<file path="config.mk">
export PLATFORM = sky130hd
export DESIGN_NAME = erk_top
export DESIGN_NICKNAME = d
export VERILOG_FILES = /design/src/hw/erk_pkg.sv /design/src/hw/erk_ram_init.sv /design/src/hw/erk_key_build.sv /design/src/hw/erk_top.sv
export SDC_FILE = /design/constraint.sdc
export NUM_CORES = 1
export LEC_CHECK = 0
export BUFFER_PORTS_ARGS = -buffer_cell sky130_fd_sc_hd__buf_2
export CAP_MARGIN = 15
export CELL_PAD_IN_SITES_DETAIL_PLACEMENT = 1
export CELL_PAD_IN_SITES_GLOBAL_PLACEMENT = 2
export CORE_AREA = 4 4 176 178
export DETAILED_ROUTE_END_ITERATION = 10
export DIE_AREA = 0 0 180 182
export PLACE_DENSITY = 0.81
export SLEW_MARGIN = 0
export SYNTH_ARGS = -nofsm -noshare
export SYNTH_HDL_FRONTEND = slang
export SYNTH_HIERARCHICAL = 1
export SYNTH_SLANG_ARGS = --single-unit
</file>
<file path="constraint.sdc">
create_clock -name i_clk -period 3.06 [get_ports i_clk]
set_input_delay 0.306 -clock i_clk [delete_from_list [all_inputs] [get_ports i_clk]]
set_output_delay 0.306 -clock i_clk [all_outputs]
set_load 0.02 [all_outputs]
</file>
<file path="src/hw/erk_pkg.sv">
// Package for the egress rewriter lookup key builder.
// Assumes one core clock; registers reached over classic Wishbone.
package erk_pkg;

	// Register byte offsets
	localparam logic [7:0] ERK_REG_RAM_INIT  = 8'h00;
	localparam logic [7:0] ERK_REG_LU_CTRL   = 8'h04;
	localparam logic [7:0] ERK_REG_DROP_PRECEDENCE_MAP    = 8'h08;
	localparam logic [7:0] ERK_REG_STATUS    = 8'h0C;
	localparam logic [7:0] ERK_REG_PORT_BASE = 8'h40;

	// Field positions
	localparam int ERK_BIT_CFG_RAM_ACCESS_ENABLE   = 0;
	localparam int ERK_BIT_RAM_INIT  = 1;
	localparam int ERK_BIT_LU_ENA    = 0;
	localparam int ERK_BIT_BY_RLEG   = 1;
	localparam int ERK_BIT_BY_ROUTE_FORWARD_FLAG = 2;
	localparam int ERK_BIT_SVC_ENA   = 8;

	// Geometry
	localparam int ERK_NUM_PORTS  = 16;
	localparam int ERK_PORT_W     = 6;
	localparam int ERK_CFGP_W     = 4;
	localparam int ERK_RAM_WORDS  = 64;
	localparam int ERK_RAM_AW     = 6;
	localparam int ERK_DP_W       = 2;

	// Frame expansion budget
	localparam logic [6:0] ERK_MAX_PUSH_BYTES = 7'h3C;
	localparam logic [6:0] ERK_PREAMBLE_BYTES = 7'h08;

	// Key constants
	localparam logic [9:0] ERK_VSI_ROUTED = 10'h3FF;
	localparam logic       ERK_TYPE_INGRESS_SERVICE_INDEX  = 1'h0;
	localparam logic       ERK_TYPE_VID   = 1'h1;

	// Destination mode encodings
	typedef enum logic [1:0] {
		ERK_DST_BRIDGE = 2'b00,
		ERK_DST_UC_RT  = 2'b01,
		ERK_DST_MC_RT  = 2'b10,
		ERK_DST_OTHER  = 2'b11
	} erk_destination_mode_t;

	// Per-frame header fields
	typedef struct packed {
		logic [ERK_CFGP_W-1:0] cfg_port;
		logic                  to_cpu;
		logic                  svc_key_ena;
		erk_destination_mode_t         destination_mode;
		logic                  route_forward_flag;
		logic [11:0]           general_index;
		logic                  general_index_mode;
		logic                  protection_active;
		logic [2:0]            cos_id;
		logic [ERK_DP_W-1:0]   drop_prec;
		logic [11:0]           svc_idx;
		logic [11:0]           tag_vid;
		logic [11:0]           egress_router_leg;
		logic [6:0]            push_bytes;
	} erk_hdr_t;

	// Built lookup key
	typedef struct packed {
		logic                  key_type;
		logic [ERK_PORT_W-1:0] logical_egress_port;
		logic                  protection_active;
		logic [9:0]            virtual_switch_instance;
		logic [2:0]            cos_id;
		logic                  color;
		logic                  svc_frame;
		logic [11:0]           idx_or_vid;
	} erk_key_t;

	// Per-frame decision
	typedef struct packed {
		logic                  lookup;
		logic                  modify;
		logic                  use_action;
		logic                  push_ok;
		logic [ERK_PORT_W-1:0] default_sel;
	} erk_dec_t;

endpackage

</file>
<file path="src/hw/erk_ram_init.sv">
// RAM-based configuration initializer: walks all words to zero.
// Assumes trigger comes from the register file on the same clock.
`timescale 1ns/1ns
module erk_ram_init
	import erk_pkg::*;
(
	input  wire logic                  i_clk,
	input  wire logic                  i_rstn,
	input  wire logic                  i_start,
	output logic                       o_busy,
	output logic                       o_done,
	output logic                       o_wr,
	output logic [ERK_RAM_AW-1:0]      o_addr
);

	typedef enum logic [0:0] {
		ERK_INIT_IDLE = 1'b0,
		ERK_INIT_RUN  = 1'b1
	} erk_init_state_t;

	erk_init_state_t       state, next_state;
	logic [ERK_RAM_AW-1:0] addr, next_addr;
	logic                  done, next_done;

	// Next-state walk over every word
	always_comb begin
		next_state = state;
		next_addr  = addr;
		next_done  = 1'b0;
		unique case (state)
			ERK_INIT_IDLE: begin
				if (i_start) begin
					next_state = ERK_INIT_RUN;
					next_addr  = '0;
				end
			end
			ERK_INIT_RUN: begin
				next_addr = addr + 1'b1;
				if (addr == ERK_RAM_AW'(ERK_RAM_WORDS - 1)) begin
					next_state = ERK_INIT_IDLE;
					next_done  = 1'b1;
				end
			end
		endcase
	end

	// State registers
	always_ff @(posedge i_clk or negedge i_rstn) begin
		if (!i_rstn) begin
			state <= ERK_INIT_IDLE;
			addr  <= '0;
			done  <= 1'b0;
		end else begin
			state <= next_state;
			addr  <= next_addr;
			done  <= next_done;
		end
	end

	assign o_busy = (state == ERK_INIT_RUN);
	assign o_done = done;
	assign o_wr   = (state == ERK_INIT_RUN);
	assign o_addr = addr;

endmodule // erk_ram_init

</file>
<file path="src/hw/erk_key_build.sv">
// Combinational key former for the egress match table lookup.
// Assumes per-port settings are already selected for the frame.
`timescale 1ns/1ns
module erk_key_build
	import erk_pkg::*;
(
	input  wire erk_hdr_t              i_hdr,
	input  wire logic                  i_by_rleg,
	input  wire logic                  i_by_route_forward_flag,
	input  wire logic [ERK_PORT_W-1:0] i_lport,
	input  wire logic                  i_svc_ena,
	input  wire logic                  i_color,
	output erk_key_t                   o_key
);

	logic rleg_hit;
	logic rtfwd_hit;
	logic vid_key;

	// Routing conditions and key type choice
	always_comb begin
		rleg_hit  = i_by_rleg && (i_hdr.destination_mode == ERK_DST_UC_RT ||
		            i_hdr.destination_mode == ERK_DST_MC_RT);
		rtfwd_hit = i_by_route_forward_flag && i_hdr.route_forward_flag;
		vid_key   = !i_hdr.svc_key_ena || rleg_hit || rtfwd_hit;
	end

	// Field forming
	always_comb begin
		o_key.key_type    = vid_key ? ERK_TYPE_VID : ERK_TYPE_INGRESS_SERVICE_INDEX;
		o_key.logical_egress_port    = i_lport;
		o_key.protection_active = i_hdr.protection_active;
		o_key.virtual_switch_instance = i_hdr.general_index_mode ? i_hdr.general_index[9:0] : '0;
		if (rleg_hit || rtfwd_hit)
			o_key.virtual_switch_instance = ERK_VSI_ROUTED;
		o_key.cos_id    = i_svc_ena ? i_hdr.cos_id : '0;
		o_key.color     = i_color;
		o_key.svc_frame = i_svc_ena && (i_hdr.svc_idx != '0);
		if (!vid_key) begin
			o_key.idx_or_vid = i_svc_ena ? i_hdr.svc_idx : '0;
		end else if (rleg_hit) begin
			o_key.idx_or_vid = i_hdr.egress_router_leg;
		end else if (rtfwd_hit) begin
			o_key.idx_or_vid = i_hdr.general_index;
		end else begin
			o_key.idx_or_vid = i_hdr.tag_vid;
		end
	end

endmodule // erk_key_build

</file>
<file path="src/hw/erk_top.sv">
// Egress rewriter lookup key builder top: Wishbone registers,
// RAM initialization and the per-frame key and decision pipeline.
// Assumes header strobes come from logic on the same core clock.
`timescale 1ns/1ns
module erk_top
	import erk_pkg::*;
(
	input  wire logic                  i_clk,
	input  wire logic                  i_rstn,
	input  wire logic                  i_wb_cyc,
	input  wire logic                  i_wb_stb,
	input  wire logic                  i_wb_we,
	input  wire logic [7:0]            i_wb_adr,
	input  wire logic [3:0]            i_wb_sel,
	input  wire logic [31:0]           i_wb_dat,
	output logic      [31:0]           o_wb_dat,
	output logic                       o_wb_ack,
	input  wire logic                  i_hdr_valid,
	input  wire erk_hdr_t              i_hdr,
	output logic                       o_key_valid,
	output erk_key_t                   o_key,
	output erk_dec_t                   o_dec,
	output logic                       o_ram_wr,
	output logic      [ERK_RAM_AW-1:0] o_ram_addr
);

	logic                  cfg_ram_access_enable, next_cfg_ram_access_enable;
	logic                  init_trig, next_init_trig;
	logic                  lu_ena, next_lu_ena;
	logic                  by_rleg, next_by_rleg;
	logic                  by_route_forward_flag, next_by_route_forward_flag;
	logic [3:0]            drop_precedence_map, next_drop_precedence_map;
	logic [ERK_PORT_W-1:0] lport_map [ERK_NUM_PORTS];
	logic [ERK_PORT_W-1:0] next_lport_map [ERK_NUM_PORTS];
	logic [ERK_NUM_PORTS-1:0] svc_ena, next_svc_ena;
	logic                  ack, next_ack;
	logic [31:0]           rdat, next_rdat;
	logic                  init_start;
	logic                  init_busy;
	logic                  init_done;
	logic                  wr_req;
	logic                  rd_req;
	logic                  port_hit;
	logic [ERK_CFGP_W-1:0] port_idx;
	logic [7:0]            port_off;

	// Bus decode; a classic cycle is answered one cycle after the strobe
	assign wr_req   = i_wb_cyc && i_wb_stb && i_wb_we && !ack;
	assign rd_req   = i_wb_cyc && i_wb_stb && !i_wb_we && !ack;
	assign port_off = i_wb_adr - ERK_REG_PORT_BASE;
	assign port_hit = (i_wb_adr >= ERK_REG_PORT_BASE) &&
	                  (port_off[7:2] < 6'(ERK_NUM_PORTS)) &&
	                  (port_off[1:0] == 2'h0);
	assign port_idx = port_off[ERK_CFGP_W+1:2];

	// Control register next values
	always_comb begin
		next_cfg_ram_access_enable   = cfg_ram_access_enable;
		next_init_trig = init_trig;
		next_lu_ena    = lu_ena;
		next_by_rleg   = by_rleg;
		next_by_route_forward_flag = by_route_forward_flag;
		next_drop_precedence_map    = drop_precedence_map;
		next_lport_map = lport_map;
		next_svc_ena   = svc_ena;
		init_start     = 1'b0;
		// Clear on completion first so a fresh write still lands
		if (init_done)
			next_init_trig = 1'b0;
		if (wr_req && i_wb_sel[0]) begin
			unique case (1'b1)
				(i_wb_adr == ERK_REG_RAM_INIT): begin
					next_cfg_ram_access_enable = i_wb_dat[ERK_BIT_CFG_RAM_ACCESS_ENABLE];
					// Trigger only counts with RAM access enabled
					if (i_wb_dat[ERK_BIT_RAM_INIT] && !init_busy &&
					    i_wb_dat[ERK_BIT_CFG_RAM_ACCESS_ENABLE]) begin
						next_init_trig = 1'b1;
						init_start     = 1'b1;
					end
				end
				(i_wb_adr == ERK_REG_LU_CTRL): begin
					next_lu_ena    = i_wb_dat[ERK_BIT_LU_ENA];
					next_by_rleg   = i_wb_dat[ERK_BIT_BY_RLEG];
					next_by_route_forward_flag = i_wb_dat[ERK_BIT_BY_ROUTE_FORWARD_FLAG];
				end
				(i_wb_adr == ERK_REG_DROP_PRECEDENCE_MAP): begin
					next_drop_precedence_map = i_wb_dat[3:0];
				end
				port_hit: begin
					next_lport_map[port_idx] = i_wb_dat[ERK_PORT_W-1:0];
					next_svc_ena[port_idx]   = i_wb_dat[ERK_BIT_SVC_ENA];
				end
				default: begin
				end
			endcase
		end
	end

	// Read data mux; unmapped addresses read zero
	always_comb begin
		next_ack  = (wr_req || rd_req);
		next_rdat = rdat;
		if (rd_req) begin
			next_rdat = '0;
			if (i_wb_adr == ERK_REG_RAM_INIT) begin
				next_rdat[ERK_BIT_CFG_RAM_ACCESS_ENABLE]  = cfg_ram_access_enable;
				next_rdat[ERK_BIT_RAM_INIT] = init_trig;
			end else if (i_wb_adr == ERK_REG_LU_CTRL) begin
				next_rdat[ERK_BIT_LU_ENA]    = lu_ena;
				next_rdat[ERK_BIT_BY_RLEG]   = by_rleg;
				next_rdat[ERK_BIT_BY_ROUTE_FORWARD_FLAG] = by_route_forward_flag;
			end else if (i_wb_adr == ERK_REG_DROP_PRECEDENCE_MAP) begin
				next_rdat[3:0] = drop_precedence_map;
			end else if (i_wb_adr == ERK_REG_STATUS) begin
				next_rdat[0] = init_busy;
			end else if (port_hit) begin
				next_rdat[ERK_PORT_W-1:0] = lport_map[port_idx];
				next_rdat[ERK_BIT_SVC_ENA] = svc_ena[port_idx];
			end
		end
	end

	// Register file flops; port map resets to identity
	always_ff @(posedge i_clk or negedge i_rstn) begin
		if (!i_rstn) begin
			cfg_ram_access_enable   <= 1'b0;
			init_trig <= 1'b0;
			lu_ena    <= 1'b0;
			by_rleg   <= 1'b0;
			by_route_forward_flag <= 1'b0;
			drop_precedence_map    <= 4'h0;
			svc_ena   <= '0;
			ack       <= 1'b0;
			rdat      <= 32'h0000_0000;
		end else begin
			cfg_ram_access_enable   <= next_cfg_ram_access_enable;
			init_trig <= next_init_trig;
			lu_ena    <= next_lu_ena;
			by_rleg   <= next_by_rleg;
			by_route_forward_flag <= next_by_route_forward_flag;
			drop_precedence_map    <= next_drop_precedence_map;
			svc_ena   <= next_svc_ena;
			ack       <= next_ack;
			rdat      <= next_rdat;
		end
	end

	// Per-port map flops, identity after reset
	genvar gp;
	generate
		for (gp = 0; gp < ERK_NUM_PORTS; gp++) begin : g_port
			always_ff @(posedge i_clk or negedge i_rstn) begin
				if (!i_rstn)
					lport_map[gp] <= ERK_PORT_W'(gp);
				else
					lport_map[gp] <= next_lport_map[gp];
			end
		end
	endgenerate

	assign o_wb_ack = ack;
	assign o_wb_dat = rdat;

	// RAM initialization walker
	erk_ram_init u_init (
		.i_clk   (i_clk),
		.i_rstn  (i_rstn),
		.i_start (init_start),
		.o_busy  (init_busy),
		.o_done  (init_done),
		.o_wr    (o_ram_wr),
		.o_addr  (o_ram_addr)
	);

	// Per-frame key forming
	erk_key_t              key_c;
	logic [ERK_PORT_W-1:0] lport_c;
	logic                  svc_c;
	logic                  color_c;
	erk_dec_t              dec_c;

	assign lport_c = lport_map[i_hdr.cfg_port];
	assign svc_c   = svc_ena[i_hdr.cfg_port];
	assign color_c = drop_precedence_map[i_hdr.drop_prec];

	erk_key_build u_key (
		.i_hdr       (i_hdr),
		.i_by_rleg   (by_rleg),
		.i_by_route_forward_flag (by_route_forward_flag),
		.i_lport     (lport_c),
		.i_svc_ena   (svc_c),
		.i_color     (color_c),
		.o_key       (key_c)
	);

	// Decision; init in progress also blocks the lookup
	always_comb begin
		dec_c.lookup      = lu_ena && !i_hdr.to_cpu && !init_busy;
		dec_c.modify      = !i_hdr.to_cpu;
		dec_c.use_action  = dec_c.lookup;
		// Budget already includes the preamble bytes
		dec_c.push_ok     = (i_hdr.push_bytes <= ERK_MAX_PUSH_BYTES)
		                    && (i_hdr.push_bytes >= ERK_PREAMBLE_BYTES);
		dec_c.default_sel = lport_c;
	end

	// Output stage registered one cycle after the header strobe
	logic     kv, next_kv;
	erk_key_t key_q, next_key_q;
	erk_dec_t dec_q, next_dec_q;

	always_comb begin
		next_kv    = i_hdr_valid;
		next_key_q = key_q;
		next_dec_q = dec_q;
		if (i_hdr_valid) begin
			next_key_q = key_c;
			next_dec_q = dec_c;
		end
	end

	always_ff @(posedge i_clk or negedge i_rstn) begin
		if (!i_rstn) begin
			kv    <= 1'b0;
			key_q <= '0;
			dec_q <= '0;
		end else begin
			kv    <= next_kv;
			key_q <= next_key_q;
			dec_q <= next_dec_q;
		end
	end

	assign o_key_valid = kv;
	assign o_key       = key_q;
	assign o_dec       = dec_q;

endmodule // erk_top

</file>
==> results_dict.tcl <==
set metrics [dict create \
    synth_largest_area_cell "dfrtp_1" \
    crit_fanout 12 \
    finalNetCount 1006 \
    dp_hpwl_mm 21.48 \
    yosysSeqAreaShare_pct 45.14 \
    finalWorstSetupSlack_ns 0.5360 \
    totalPowerFinal_w 0.005605 \
    grt_pass1_wl_mm 45.48 \
    synth.distinct_cells 63 \
    multi_input_area_um2 5041 \
    cp.required_ns 3.38 \
    drive_above_1_share_pct 53.96 \
    synth_edf_count 0 \
    cp-end-kind "flip-flop" \
    max_freq_mhz 396.2 \
    finalCritPeriodShare_pct 82.48 \
    die_w_um 180 \
    coreArea_um2 29400 \
    die_area_um2 32760 \
    avgRoutedWirePerCell_um 23.07 \
    layout_min_cycle_time_ns 2.524 \
    wirelength_mm 29.69 \
    drt_pass1_iterations 5 \
    viasPerCell 5.428 \
    crit_arrival_ns 2.84 \
    worstSkewPairLatency_ns 0.44 \
    drtIter0Drc 405 \
    synthesis.area_um2 10180 \
    drc 0 \
    n_antenna_cell 0 \
    synthArstFlopShare_pct 100.0 \
    fill_cells 3104 \
    cts.sinks 182 \
    worstReg2RegStart "svc_ena[13]$_DFFE_PN0P_" \
    cts_setup_buffers 0 \
    postLayoutCoreUtil_pct 40.22 \
    clock_path_buffers 2 \
    synth_ff_type "dfrtp_1" \
    synthToLayoutAreaGrowth_pct 16.19 \
    synth-seq-cells 182 \
    status "finished clean" \
    tightest_slew_ns 0.6069 \
    die_h_um 182 \
    rrSetupSlack_ns 0.54 \
    overflow 0 \
    grt_pass1_vias 7372 \
    io_buffers 153 \
    start_kind "flip-flop" \
    htree_levels 4 \
    drv_cap 0 \
    pre_cts_ws_ns 0.3625 \
    cts_inserted_buffers 17 \
    min_to "o_dec[8]$_DFFE_PN0P_" \
    grt_max_degree 80 \
    synth_top_cell_area_share_pct 36.88 \
    netlist_top_cells_area "dfrtp_1 (37%), mux2_2 (18%), mux4_2 (9.1%)" \
    power.density_nw_per_um2 474.0 \
    rsz0062_at_grt "no" \
    gp_congestion 0.8646 \
    ant_nets 0 \
    r2r-end "o_key[5]$_DFFE_PN0P_" \
    placementRows 63 \
    worst_hold_startpoint "i_hdr[66]" \
    drv_slew 0 \
    vdd.ir_drop.worst_mv 0.3161 \
    regArea_um2 4594 \
    tritoncts "yes" \
    antenna_found_initial 1 \
    vias 6986 \
    skew_ns 0.01160 \
    ios 207 \
    relSlewSlack_pct 59.23 \
    avgSynthCellArea_um2 13.52 \
    root_buffer "clkbuf_16" \
    fin_setup_tns_ns 0 \
    hold_path_class "in2reg" \
    worst-r2r-cell-count 6 \
    setup_viol 0 \
    syn-instance-count 753 \
    hold_viol 0 \
    worstHoldPathCells 2 \
    clk_pin_slew_ns 0.07 \
    ys_warn_count 6 \
    p_leak_nw 5.521 \
    track_usage_pct 17.91 \
    initial_utilization_pct 34.62 \
    path_class "reg2reg" \
]
## cells in the mapped netlist (8+ instances only)
cell,count
inv_1,13
nand3_1,28
mux4_1,17
a22o_1,8
buf_2,13
mux4_2,41
mux2_2,164
clkbuf_1,18
mux2i_1,9
nor2_1,13
o21ai_0,10
nor3_1,15
dfrtp_1,150
a41oi_2,10
dfstp_2,32
nand3_2,12
buf_4,44
nand2_1,36
nand3b_1,20
buf_1,8
## through the flow
stage | hold WS (ns) | std cells | area [um2]
after floorplan | 0.01041 | 777 | 10270
after global placement | 0.3169 | 1254 | 11150
after detailed placement | 0.3097 | 1254 | 11150
after CTS | 0.05865 | 1287 | 11830
after global routing | 0.06894 | 1287 | 11830
final | 0.07238 | 1287 | 11830
## where the power goes
| group | internal [W] | switching (W) | total, W |
|---|---|---|---|
| sequential | 0.00247 | 0.0000406 | 0.00251 |
| clock | 0.00149 | 0.000994 | 0.00248 |
| combinational | 0.000226 | 0.000385 | 0.000611 |
| total | 0.00419 | 0.00142 | 0.00561 |
## critical path: stages (launching register included)
cell,delay [ns]
dfrtp_1,0.40
mux4_2,0.46
mux4_2,0.58
and2_1,0.35
nand3_1,0.17
a41oi_2,0.16
mux2_2,0.29
## timing repair
| item | 4_1_cts | 5_1_grt |
|---|---|---|
| endpoints found under the hold margin | 50 | 0 |
| hold buffers | 1 | 0 |
| gates resized for setup | 0 | 0 |
## flip-flops by register name, indices dropped and copies added (netlist names), 4 cells and up
name and flops:
drop_precedence_map 4, lport_map 96, o_dec 9, o_key 35, o_wb_dat 7, svc_ena 16, u_init/o_addr 6
## logic make-up (layout without fill, tap and decap cells)
group                      count (synthesis)  after routing  synth area share (%)
buffers and inverters                    105            225                 6.281
adders and majority gates                  1              1                0.1229
muxes                                    231            231                 32.49
and+or+nand+nor                          166            166                 10.20
AOI/OAI and AO/OA                         65             65                 5.483
xor gates and xnor gates                   2              2                0.2459
other                                      1             25               0.03684
DFF                                      182            182                 45.14
## layout make-up
cell class | instances | share of cell area (%)
multi-input combinational | 490 | 42.63
inverter | 13 | 0.4126
sequential | 182 | 38.85
clock inverter | 13 | 1.873
clock buffer | 19 | 3.745
tap | 390 | 4.126
timing repair buffer | 180 | 8.369
## how the worst max path moves through the flow
| stage | end | depth (start not counted) | slack [ns] | from |
|---|---|---|---|---|
| CTS | o_key[5]$_DFFE_PN0P_ | 6 | 0.55 | svc_ena[15]$_DFFE_PN0P_ |
| finish | o_key[5]$_DFFE_PN0P_ | 6 | 0.54 | svc_ena[13]$_DFFE_PN0P_ |
| floorplan | o_key[8]$_DFFE_PN0P_ | 9 | 0.45 | i_hdr[68] |
| global route | o_key[5]$_DFFE_PN0P_ | 6 | 0.44 | svc_ena[15]$_DFFE_PN0P_ |
| global placement | o_key[5]$_DFFE_PN0P_ | 7 | 0.36 | i_hdr[67] |
| detailed placement | o_key[5]$_DFFE_PN0P_ | 7 | 0.36 | i_hdr[67] |
## cell usage in the layout (no fill, tap or decap), types with 4 or more instances in the layout
master and instances:
nand2_1 36, and2_1 7, nand2b_1 4, o221ai_1 7, a22o_1 8, and3_1 6, nor2_1 13, nor3_1 15
a41oi_2 10, mux4_2 41, bufinv_16 5, nand3_2 12, nand3_1 28, dfstp_2 32, buf_2 152, dfrtp_1 150
conb_1 25, o21ai_0 10, mux2_2 164, buf_4 25, mux4_1 17, a21oi_1 7, mux2i_1 9, nor2b_1 5
nand3b_1 20, inv_1 13, clkbuf_16 17, a31oi_1 4
## routing by layer
layer | share of wire, % | vias up | global-route usage [%]
met5 | 0.044 | - | 0
met4 | 3.8 | 2 | 7.681
met3 | 4.9 | 53 | 4.167
met2 | 49 | 228 | 29.82
met1 | 42 | 3641 | 22.44
li1 | - | 3062 | -
Note: power is estimated with default switching activity, not from simulation.
